<file path="config.mk">
export PLATFORM = sky130hd
export DESIGN_NAME = output_protection_control
export DESIGN_NICKNAME = d
export VERILOG_FILES = /design/src/design/prot_pkg.sv /design/src/design/output_protection_control.sv
export SDC_FILE = /design/constraint.sdc
export NUM_CORES = 1
export LEC_CHECK = 0
export ABC_AREA = 0
export BUFFER_PORTS_ARGS = -buffer_cell sky130_fd_sc_hd__buf_2
export CAP_MARGIN = 5
export CELL_PAD_IN_SITES_DETAIL_PLACEMENT = 1
export CELL_PAD_IN_SITES_GLOBAL_PLACEMENT = 2
export CORE_UTILIZATION = 40
export DETAILED_ROUTE_END_ITERATION = 6
export PLACE_DENSITY = 0.81
export RECOVER_POWER = 100
export SYNTH_ARGS = -nofsm -noshare
export SYNTH_HDL_FRONTEND = slang
export SYNTH_SLANG_ARGS = --single-unit
</file>
<file path="constraint.sdc">
create_clock -name aclk -period 3.75 [get_ports aclk]
set_input_delay 0.75 -clock aclk [delete_from_list [all_inputs] [get_ports aclk]]
set_output_delay 0.75 -clock aclk [all_outputs]
set_load 0.02 [all_outputs]
</file>
<file path="src/design/prot_pkg.sv">
// Package for the output protection controller: register map, field positions, reset values, counts, types.
// Assumes a 100 MHz system clock and a 32-bit AXI4-Lite register bus.
package prot_pkg;
    localparam int n_out = 14;
    localparam int n_sa = 10;
    localparam int n_ar = 9;
    localparam logic [7:0] a_ctrl = 8'h00;
    localparam logic [7:0] a_supst = 8'h04;
    localparam logic [7:0] a_ocst = 8'h08;
    localparam logic [7:0] a_olst = 8'h0c;
    localparam logic [7:0] a_arcfg = 8'h10;
    localparam logic [7:0] a_arst = 8'h14;
    localparam logic [7:0] a_src0 = 8'h18;
    localparam logic [7:0] a_src1 = 8'h1c;
    localparam logic [7:0] a_src2 = 8'h20;
    localparam logic [7:0] a_tim = 8'h24;
    localparam logic [7:0] a_cfg3f = 8'h3f;
    localparam logic [7:0] a_cfg = 8'hfc;
    localparam int b_ov_sd = 0;
    localparam int b_uv_sd = 1;
    localparam int b_lock = 2;
    localparam int b_standby = 3;
    localparam int b_pump_live = 0;
    localparam logic [31:0] ctrl_rst = 32'h0000_0003;
    localparam logic [3:0] src_off = 4'h0;
    localparam logic [3:0] src_on = 4'h1;
    localparam logic [3:0] src_t1 = 4'h2;
    localparam logic [3:0] src_t2 = 4'h3;
    localparam logic [3:0] src_pwm1 = 4'h4;
    localparam logic [3:0] src_direction_input_one = 4'he;
    localparam logic [3:0] src_direction_input_two = 4'hf;
    localparam int clk_mhz = 100;
    localparam int pump_low_filter_us = 64;
    localparam logic [15:0] pump_low_filter_cyc = 16'(pump_low_filter_us * clk_mhz);
    localparam logic [15:0] hs_rec_rst = 16'h0400;
    localparam logic [15:0] hb_rec_rst = 16'h0200;
    localparam logic [15:0] ar_time_rst = 16'h1000;

    typedef enum logic [3:0] {
        th_normal = 4'b0001,
        th_warn = 4'b0010,
        th_stage_one = 4'b0100,
        th_stage_two = 4'b1000
    } thermal_t;

    typedef struct packed {
        logic regsup_ov;
        logic regsup_uv;
        logic bat_ov;
        logic bat_uv;
        logic temp_warn;
        logic temp_one;
        logic temp_two;
        logic pump_low;
        logic gnd_lost;
        logic fail_safe;
        logic cluster_rise;
        logic [n_out-1:0] overcurrent;
        logic [n_out-1:0] open_load;
    } sense_t;

    typedef struct packed {
        logic [n_out-1:0] out_on;
        logic regsup_hs_on;
        logic contact_on;
        logic lin_hiz;
        logic pump_en;
        logic gate_rl;
        logic ec_off;
    } drive_t;
endpackage : prot_pkg

</file>
<file path="src/design/output_protection_control.sv">
// Output protection and mode control for a door-actuator driver, with AXI4-Lite register access.
// Analog comparator results arrive asynchronously and are synchronized here; timers and PWM come in as levels.
`timescale 1ns/1ps
module output_protection_control (
    input wire logic aclk,
    input wire logic aresetn,
    input wire logic [31:0] s_axi_awaddr,
    input wire logic s_axi_awvalid,
    output logic s_axi_awready,
    input wire logic [31:0] s_axi_wdata,
    input wire logic [3:0] s_axi_wstrb,
    input wire logic s_axi_wvalid,
    output logic s_axi_wready,
    output logic [1:0] s_axi_bresp,
    output logic s_axi_bvalid,
    input wire logic s_axi_bready,
    input wire logic [31:0] s_axi_araddr,
    input wire logic s_axi_arvalid,
    output logic s_axi_arready,
    output logic [31:0] s_axi_rdata,
    output logic [1:0] s_axi_rresp,
    output logic s_axi_rvalid,
    input wire logic s_axi_rready,
    input wire prot_pkg::sense_t sense,
    input wire logic bat_power_ok,
    input wire logic regsup_power_ok,
    input wire logic timer_one,
    input wire logic timer_two,
    input wire logic timer_one_restart,
    input wire logic timer_two_restart,
    input wire logic [9:0] pwm_gen,
    input wire logic direction_input_one,
    input wire logic direction_input_two,
    input wire logic [prot_pkg::n_out-1:0] out_request,
    output prot_pkg::drive_t drive
);
    localparam int sw = $bits(prot_pkg::sense_t);

    typedef struct packed {
        logic [sw-1:0] s1;
        logic [sw-1:0] s2;
        logic [sw-1:0] s3;
        logic [sw-1:0] sv;
        logic [2:0] pok1;
        logic [2:0] pok2;
        logic aw_got;
        logic w_got;
        logic [7:0] awa;
        logic [31:0] wd;
        logic bvalid;
        logic [1:0] bresp;
        logic rvalid;
        logic [31:0] rdata;
        logic [1:0] rresp;
        logic [31:0] ctrl;
        logic pump_low_live_select;
        logic [prot_pkg::n_ar-1:0] auto_recovery_enable;
        logic [prot_pkg::n_ar-1:0] thermal_expiry_enable;
        logic [prot_pkg::n_sa*4-1:0] output_source_select;
        logic [15:0] highside_recovery_frequency;
        logic [15:0] halfbridge_recovery_frequency;
        logic [15:0] auto_recovery_time;
        logic [15:0] pump_low_filter_time;
        logic regsup_overvolt_flag;
        logic regsup_undervolt_flag;
        logic pump_low_flag;
        logic cluster_overtemp_flag;
        logic gnd_lock;
        logic [15:0] pump_cnt;
        logic [prot_pkg::n_out-1:0] oc_flag;
        logic [prot_pkg::n_out-1:0] ol_flag;
        logic [prot_pkg::n_ar-1:0] auto_recovery_alert;
        logic [prot_pkg::n_ar-1:0] thermal_expiry_flag;
        logic [prot_pkg::n_ar-1:0] ar_hold;
        logic [prot_pkg::n_ar-1:0][15:0] ar_cnt;
        logic [prot_pkg::n_ar-1:0][15:0] ar_age;
        logic [15:0] hs_div;
        logic [15:0] hb_div;
        logic [1:0] tphase;
        prot_pkg::thermal_t th;
        prot_pkg::thermal_t th_saved;
        prot_pkg::drive_t drv;
    } state_t;

    state_t q;
    state_t d;

    // Output k of the auto-recovery set maps onto driver index ar_map(k)
    function automatic int ar_map(input int k);
        ar_map = (k < 8) ? k : prot_pkg::n_out - 1;
    endfunction : ar_map

    always_comb begin
        prot_pkg::sense_t sn;
        prot_pkg::sense_t rise;
        logic wr;
        logic rd;
        logic [7:0] ra;
        logic standby;
        logic regsup_off;
        logic bat_off;
        logic global_off;
        logic [prot_pkg::n_out-1:0] req;
        logic [3:0] sel;
        logic src;
        logic hs_tick;
        logic hb_tick;
        logic tick;
        logic [31:0] rv;
        d = q;
        sn = q.sv;
        rv = 32'h0000_0000;
        // Three-stage synchronizer; a change counts once stages two and three agree
        d.s1 = sense;
        d.s2 = q.s1;
        d.s3 = q.s2;
        d.sv = (q.s2 == q.s3) ? q.s3 : q.sv;
        d.pok1 = {1'b0, bat_power_ok, regsup_power_ok};
        d.pok2 = q.pok1;
        sn = d.sv;
        rise = sn & ~q.sv;
        standby = q.ctrl[prot_pkg::b_standby];

        // Bus: write address and data in either order, response after both
        if (s_axi_awvalid && !q.aw_got) begin
            d.aw_got = 1'b1;
            d.awa = s_axi_awaddr[7:0];
        end
        if (s_axi_wvalid && !q.w_got) begin
            d.w_got = 1'b1;
            d.wd = s_axi_wdata;
        end
        wr = q.aw_got && q.w_got && !q.bvalid;
        if (q.bvalid && s_axi_bready) begin
            d.bvalid = 1'b0;
        end
        rd = s_axi_arvalid && !q.rvalid;
        ra = s_axi_araddr[7:0];
        if (q.rvalid && s_axi_rready) begin
            d.rvalid = 1'b0;
        end

        // Regulated-supply flags: hardware set wins over read-and-clear
        if (rd && ra == prot_pkg::a_supst) begin
            d.regsup_overvolt_flag = 1'b0;
            d.regsup_undervolt_flag = 1'b0;
            d.pump_low_flag = 1'b0;
            d.cluster_overtemp_flag = 1'b0;
        end
        if (!q.ctrl[prot_pkg::b_lock]) begin
            if (!sn.regsup_ov) d.regsup_overvolt_flag = 1'b0;
            if (!sn.regsup_uv) d.regsup_undervolt_flag = 1'b0;
        end
        if (sn.regsup_ov) d.regsup_overvolt_flag = 1'b1;
        if (sn.regsup_uv) d.regsup_undervolt_flag = 1'b1;

        // Pump-low filter, latched or live
        if (sn.pump_low && q.drv.pump_en) begin
            if (q.pump_cnt != q.pump_low_filter_time) d.pump_cnt = q.pump_cnt + 16'h0001;
        end else begin
            d.pump_cnt = 16'h0000;
        end
        if (q.pump_low_live_select && !(sn.pump_low && q.pump_cnt == q.pump_low_filter_time)) begin
            d.pump_low_flag = 1'b0;
        end
        if (sn.pump_low && q.pump_cnt == q.pump_low_filter_time) d.pump_low_flag = 1'b1;

        // Thermal state machine with standby save and restore
        case (q.th)
            prot_pkg::th_normal: if (sn.temp_warn) d.th = prot_pkg::th_warn;
            prot_pkg::th_warn: begin
                if (sn.temp_one) d.th = prot_pkg::th_stage_one;
                else if (!sn.temp_warn) d.th = prot_pkg::th_normal;
            end
            prot_pkg::th_stage_one: begin
                if (sn.temp_two) d.th = prot_pkg::th_stage_two;
                else if (!q.cluster_overtemp_flag && !sn.temp_one) d.th = prot_pkg::th_normal;
            end
            prot_pkg::th_stage_two: if (!sn.temp_two) d.th = prot_pkg::th_stage_one;
            default: d.th = prot_pkg::th_normal;
        endcase
        if (rise.temp_one) d.cluster_overtemp_flag = 1'b1;

        // Ground loss lock until both supplies cycle
        if (sn.gnd_lost) d.gnd_lock = 1'b1;
        else if (!q.pok2[0] && !q.pok2[1]) d.gnd_lock = 1'b0;

        // Recovery tick generators, separate frequencies per driver group
        hs_tick = (q.hs_div == q.highside_recovery_frequency);
        hb_tick = (q.hb_div == q.halfbridge_recovery_frequency);
        d.hs_div = hs_tick ? 16'h0000 : q.hs_div + 16'h0001;
        d.hb_div = hb_tick ? 16'h0000 : q.hb_div + 16'h0001;

        // Overcurrent and open-load flags
        d.oc_flag = q.oc_flag | sn.overcurrent;
        d.ol_flag = q.ol_flag | sn.open_load;
        for (int k = 0; k < prot_pkg::n_ar; k++) begin
            tick = (k < 4) ? hb_tick : hs_tick;
            if (q.auto_recovery_enable[k]) begin
                if (sn.overcurrent[ar_map(k)]) begin
                    d.ar_hold[k] = 1'b1;
                    d.auto_recovery_alert[k] = 1'b1;
                end else if (tick) begin
                    d.ar_hold[k] = 1'b0;
                end
                if (q.ar_hold[k] && q.ar_age[k] != q.auto_recovery_time) d.ar_age[k] = q.ar_age[k] + 16'h0001;
                if (q.thermal_expiry_enable[k] && q.ar_age[k] == q.auto_recovery_time && sn.cluster_rise) begin
                    d.thermal_expiry_flag[k] = 1'b1;
                end
                d.oc_flag[ar_map(k)] = 1'b0;
            end else begin
                d.ar_hold[k] = 1'b0;
                d.ar_age[k] = 16'h0000;
            end
            d.ar_cnt[k] = 16'h0000;
        end

        // Read-and-clear status and register writes
        if (rd) begin
            case (ra)
                prot_pkg::a_ctrl: rv = q.ctrl;
                prot_pkg::a_supst: rv = {22'h000000, q.th, q.gnd_lock, q.cluster_overtemp_flag, q.pump_low_flag,
                    1'b0, q.regsup_undervolt_flag, q.regsup_overvolt_flag};
                prot_pkg::a_ocst: rv = {18'h00000, q.oc_flag};
                prot_pkg::a_olst: rv = {18'h00000, q.ol_flag};
                prot_pkg::a_arcfg: rv = {14'h0000, q.thermal_expiry_enable, q.auto_recovery_enable};
                prot_pkg::a_arst: rv = {14'h0000, q.thermal_expiry_flag, q.auto_recovery_alert};
                prot_pkg::a_src0: rv = q.output_source_select[31:0];
                prot_pkg::a_src1: rv = {24'h000000, q.output_source_select[39:32]};
                prot_pkg::a_src2: rv = {q.halfbridge_recovery_frequency, q.highside_recovery_frequency};
                prot_pkg::a_tim: rv = {q.pump_low_filter_time, q.auto_recovery_time};
                prot_pkg::a_cfg: rv = {31'h00000000, q.pump_low_live_select};
                default: rv = 32'h0000_0000;
            endcase
            case (ra)
                prot_pkg::a_ocst: d.oc_flag = sn.overcurrent;
                prot_pkg::a_olst: d.ol_flag = sn.open_load;
                prot_pkg::a_arst: begin
                    d.auto_recovery_alert = q.ar_hold;
                    d.thermal_expiry_flag = '0;
                end
                default: ;
            endcase
            d.rvalid = 1'b1;
            d.rdata = rv;
            d.rresp = (ra inside {prot_pkg::a_ctrl, prot_pkg::a_supst, prot_pkg::a_ocst, prot_pkg::a_olst,
                prot_pkg::a_arcfg, prot_pkg::a_arst, prot_pkg::a_src0, prot_pkg::a_src1, prot_pkg::a_src2,
                prot_pkg::a_tim, prot_pkg::a_cfg}) ? 2'b00 : 2'b10;
        end
        if (wr) begin
            d.aw_got = 1'b0;
            d.w_got = 1'b0;
            d.bvalid = 1'b1;
            d.bresp = 2'b00;
            case (q.awa)
                prot_pkg::a_ctrl: d.ctrl = {28'h0000000, q.wd[3:0]};
                prot_pkg::a_arcfg: begin
                    d.auto_recovery_enable = q.wd[8:0];
                    d.thermal_expiry_enable = q.wd[17:9];
                end
                prot_pkg::a_src0: d.output_source_select[31:0] = q.wd;
                prot_pkg::a_src1: d.output_source_select[39:32] = q.wd[7:0];
                prot_pkg::a_src2: begin
                    d.highside_recovery_frequency = q.wd[15:0];
                    d.halfbridge_recovery_frequency = q.wd[31:16];
                end
                prot_pkg::a_tim: begin
                    d.auto_recovery_time = q.wd[15:0];
                    d.pump_low_filter_time = q.wd[31:16];
                end
                prot_pkg::a_cfg: d.pump_low_live_select = q.wd[prot_pkg::b_pump_live];
                default: d.bresp = 2'b10;
            endcase
        end

        // Standby edges are seen only after the control write above has been applied
        if (!q.ctrl[prot_pkg::b_standby] && d.ctrl[prot_pkg::b_standby]) d.th_saved = q.th;
        if (q.ctrl[prot_pkg::b_standby] && !d.ctrl[prot_pkg::b_standby]) begin
            d.th = (q.th_saved == prot_pkg::th_stage_two) ? prot_pkg::th_stage_one : q.th_saved;
        end

        // Timer restart forces the ON phase
        d.tphase[0] = timer_one_restart ? 1'b1 : timer_one;
        d.tphase[1] = timer_two_restart ? 1'b1 : timer_two;

        // Output gating
        regsup_off = (q.regsup_overvolt_flag && (q.ctrl[prot_pkg::b_ov_sd] || sn.regsup_ov)
                      && q.ctrl[prot_pkg::b_ov_sd])
                  || (q.regsup_undervolt_flag && q.ctrl[prot_pkg::b_uv_sd]);
        bat_off = sn.bat_ov || sn.bat_uv;
        global_off = bat_off || regsup_off || sn.fail_safe || q.gnd_lock || q.pump_low_flag
                     || q.cluster_overtemp_flag || q.th == prot_pkg::th_stage_two;
        d.drv.pump_en = !standby && !sn.bat_ov && !q.cluster_overtemp_flag && q.th != prot_pkg::th_stage_one
                        && q.th != prot_pkg::th_stage_two;
        req = out_request;
        for (int k = 0; k < prot_pkg::n_sa; k++) begin
            sel = q.output_source_select[k*4 +: 4];
            case (sel)
                prot_pkg::src_off: src = 1'b0;
                prot_pkg::src_on: src = 1'b1;
                prot_pkg::src_t1: src = q.tphase[0];
                prot_pkg::src_t2: src = q.tphase[1];
                prot_pkg::src_direction_input_one: src = direction_input_one;
                prot_pkg::src_direction_input_two: src = direction_input_two;
                default: src = pwm_gen[sel - prot_pkg::src_pwm1];
            endcase
            req[4 + k] = src;
        end
        for (int i = 0; i < prot_pkg::n_out; i++) begin
            d.drv.out_on[i] = req[i] && !global_off && !q.oc_flag[i] && q.drv.pump_en;
        end
        for (int k = 0; k < prot_pkg::n_ar; k++) begin
            if (q.ar_hold[k] || q.thermal_expiry_flag[k]) d.drv.out_on[ar_map(k)] = 1'b0;
        end
        d.drv.regsup_hs_on = req[prot_pkg::n_out - 1] && !regsup_off && !sn.fail_safe && !q.gnd_lock;
        d.drv.contact_on = req[prot_pkg::n_out - 1] && !regsup_off && !q.gnd_lock
                           && !q.ar_hold[prot_pkg::n_ar - 1];
        d.drv.lin_hiz = sn.regsup_ov || sn.regsup_uv;
        d.drv.gate_rl = q.pump_low_flag;
        d.drv.ec_off = q.pump_low_flag;
        if (!aresetn) begin
            d = '0;
            d.ctrl = prot_pkg::ctrl_rst;
            d.th = prot_pkg::th_normal;
            d.th_saved = prot_pkg::th_normal;
            d.highside_recovery_frequency = prot_pkg::hs_rec_rst;
            d.halfbridge_recovery_frequency = prot_pkg::hb_rec_rst;
            d.auto_recovery_time = prot_pkg::ar_time_rst;
            d.pump_low_filter_time = prot_pkg::pump_low_filter_cyc;
            d.drv.lin_hiz = 1'b1;
        end
    end

    always_ff @(posedge aclk) begin
        q <= d;
    end

    assign s_axi_awready = !q.aw_got;
    assign s_axi_wready = !q.w_got;
    assign s_axi_bvalid = q.bvalid;
    assign s_axi_bresp = q.bresp;
    assign s_axi_arready = !q.rvalid;
    assign s_axi_rvalid = q.rvalid;
    assign s_axi_rdata = q.rdata;
    assign s_axi_rresp = q.rresp;
    assign drive = q.drv;
endmodule : output_protection_control

</file>
==> results by group <==
Run status
  • Outcome: finished with violations
  • Violated checks: DRC, capacitance limit, slew limit

Detailed routing
  • Final wirelength: 101000 um
  • First-pass iteration count of the detailed router: 7
  • Post-DRT Antenna Nets: 0
  • Via density: 5.61
  • # DRC: 29
  • Drt first-iter violations: 2008
  • Vias: 24500
  • WL per Instance: 23.2 um

Place
  • Gpl congestion: 0.923
  • Port Buffer Count: 174
  • Hpwl dp: 71100 um

Setup path
  • FF-to-FF Start: q[766]$_SDFF_PN0_
  • Crit path capture type: register
  • Worst Setup Start Kind: register
  • WS Path Type: reg -> reg
  • WP data arrival: 3.83 ns
  • Critical-path maximum fanout: 13
  • R2r setup slk: 0.38 ns
  • RR Endpoint: drive[6]$_SDFF_PP0_
  • R2R depth: 8
  • CP Data Required Time: 4.21 ns

Hold path
  • Hold Path Class: in -> reg
  • Hold Crit Depth: 2
  • Min-delay src: s_axi_rready
  • Hold Path End: s_axi_rvalid$_SDFFE_PN0P_

Logic synthesis
  • Predominant post-synthesis flop cell: dfxtp_1
  • Ys Warns: 0
  • Seq/Total Area, Yosys: 44.2%
  • Async SR Flop Fraction: 0%
  • Synthesized area: 29200 um^2
  • Synth Instances: 3277
  • Number of synthesized flops with an enable pin: 0
  • Syn Area/Cell: 8.92 um^2
  • FF+latch count, synth: 646
  • Unique masters post-synth: 78

Clock tree
  • Root buffer cell: clkbuf_16
  • Postcts setup bufs: 0
  • Cts bufs inserted: 74
  • Hold buffers post-CTS: 0
  • Worst skew pair latency: 0.64 ns
  • CTS tree: yes
  • Htree depth: 3
  • Clk sinks: 646
  • Longest Clk Path Bufs: 3
  • Clk slew on worst S/H paths: 0.06 ns
  • Post-cts sizing count: 0

Floorplan
  • I/O pins: 239
  • Row count: 98
  • Die Wd: 272 um
  • Core ar.: 71900 um^2
  • Die area: 74200 um^2
  • Die span in y: 272 um
  • Initial Utilization: 40.7%

Global route
  • Total GRT Usage: 27.1%
  • Remaining global-route overflow: 0
  • Largest net degree at the start of global routing: 221
  • Initial antenna violation count: 0
  • First-pass GRT wire length: 154000 um
  • Vias in the first global route: 25500

Final layout
  • Fraction of layout cells with a size suffix above 1: 10.5%
  • Final-layout fill cell count: 8406
  • P&R area growth vs syn: 12.8%
  • Area occupied by multi-input gates: 14700 um^2
  • Commonest cells after routing, fill and taps aside: dfxtp_1, nand2_1, nor2_1
  • Commonest non-fill, non-tap cell in the layout: dfxtp_1
  • Number of nets in the layout: 3571
  • Reg area: 12900 um^2

STA
  • Fin crit period: 3.37 ns
  • Setup Skew: 0.0269 ns
  • Max_slew headroom: -48.3%
  • Finish-stage setup viols: 0
  • FMAX: 297 MHz
  • Max Slew Vio Count: 34
  • Final Hold Viols: 0
  • Unrepaired setup endpoints after global routing: no
  • Final period util: 89.9%
  • Worst-Margin Slew: 2.22 ns
  • Final TNS setup: 0 ns

Job
  • Maxcap violations: 1

Power and ir drop
  • Pwr Total: 15.4 mW
  • PD cells: 468 nW/um^2
  • VDD IR max: 0.350 mV
  • Leak: 12.2 nW
stage by stage:
step | hold slack, ns | std cells | area (um^2) | utilization [%] | setup WS (ns)
2_1_floorplan | 0.412 | 3278 | 29200 | - | 1.27
3_3_place_gp | 0.419 | 4235 | 30600 | 42.6 | 0.775
3_5_place_dp | 0.421 | 4235 | 30600 | 42.6 | 0.737
4_1_cts | 0.263 | 4372 | 33200 | 46.2 | 0.724
5_1_grt | 0.285 | 4372 | 33000 | 45.9 | 0.309
6_report | 0.287 | 4373 | 33000 | 45.9 | 0.378
area by class of cell:
class | instances | share of cell area (%)
diodes | 1 | 0.00759
flip-flops and latches | 646 | 39.2
clock inverters | 35 | 1.47
well taps | 950 | 3.61
inverters | 66 | 0.774
multi-input cells | 2333 | 44.7
repair buffers | 240 | 3.89
clock buffers | 102 | 6.37
synth_stat cells (all sizes together), types with 42 or more instances:
| cell | number | share of area [%] |
|---|---|---|
| nand2 | 466 | 6.0 |
| and2 | 153 | 3.3 |
| o21ai | 55 | 0.94 |
| mux2i | 72 | 2.5 |
| nor4 | 42 | 1.2 |
| nor2 | 304 | 3.9 |
| dfxtp | 646 | 44 |
| and3 | 47 | 1.0 |
| nand3 | 68 | 1.2 |
| xor2 | 171 | 5.1 |
| xnor2 | 213 | 6.4 |
| nand4 | 80 | 1.8 |
| inv | 66 | 0.85 |
| buf | 97 | 2.5 |
| clkbuf | 136 | 1.8 |
| a21oi | 242 | 4.1 |
flip-flops by register name, indices dropped and copies added (netlist names):
| name | cells |
|---|---|
| s_axi_bvalid | 1 |
| s_axi_rresp | 1 |
| s_axi_bresp | 1 |
| s_axi_rdata | 32 |
| drive | 19 |
| q | 591 |
| s_axi_rvalid | 1 |
metal layers:
metal  vias up  track usage, %  wire length [um]
li1      11400               -                 -
met3       196            4.04              6180
met5         -               0                 0
met1     12200            36.0             44400
met2       770            44.4             47100
met4         0            9.92              3620
kinds of logic after synthesis:
kind of cell    count (synthesis)  synth area share (%)
xor+xnor                      384                  11.5
fa+ha+maj                      32                  1.37
flops                         646                  44.2
compound gates                501                  11.1
other cells                     1                0.0128
simple gates                 1309                  22.1
mux                           105                  4.55
buf+inv                       299                  5.12
critical path, cell delays in order, from the launching register on:
cell and delay [ns]:
dfxtp_1 0.32, xor2_1 0.16, nor4_1 0.68, nand4_1 0.38, o31a_1 0.42, nor4b_4 0.28, nand4_4 0.17, buf_4 0.27
nor4_2 0.50
how the worst max path moves through the flow:
stage	start	to	slack [ns]
2_1_floorplan	s_axi_araddr[1]	s_axi_rdata[16]$_SDFFE_PN0P_	1.27
3_3_place_gp	s_axi_araddr[5]	s_axi_rdata[0]$_SDFFE_PN0P_	0.77
3_5_place_dp	s_axi_araddr[5]	s_axi_rdata[9]$_SDFFE_PN0P_	0.74
4_1_cts	q[766]$_SDFF_PN0_	drive[19]$_SDFF_PP0_	0.72
5_1_grt	q[766]$_SDFF_PN0_	drive[19]$_SDFF_PP0_	0.31
6_report	q[766]$_SDFF_PN0_	drive[6]$_SDFF_PP0_	0.38
power breakdown:
group,internal [mW],total [mW],switching (mW),leakage [nW]
Combinational,0.251,0.654,0.403,5.73
Sequential,6.97,7.12,0.150,5.23
Clock,4.53,7.65,3.12,1.26
Total,11.8,15.4,3.67,12.2
No activity file was read; power rests on OpenSTA's default activity.
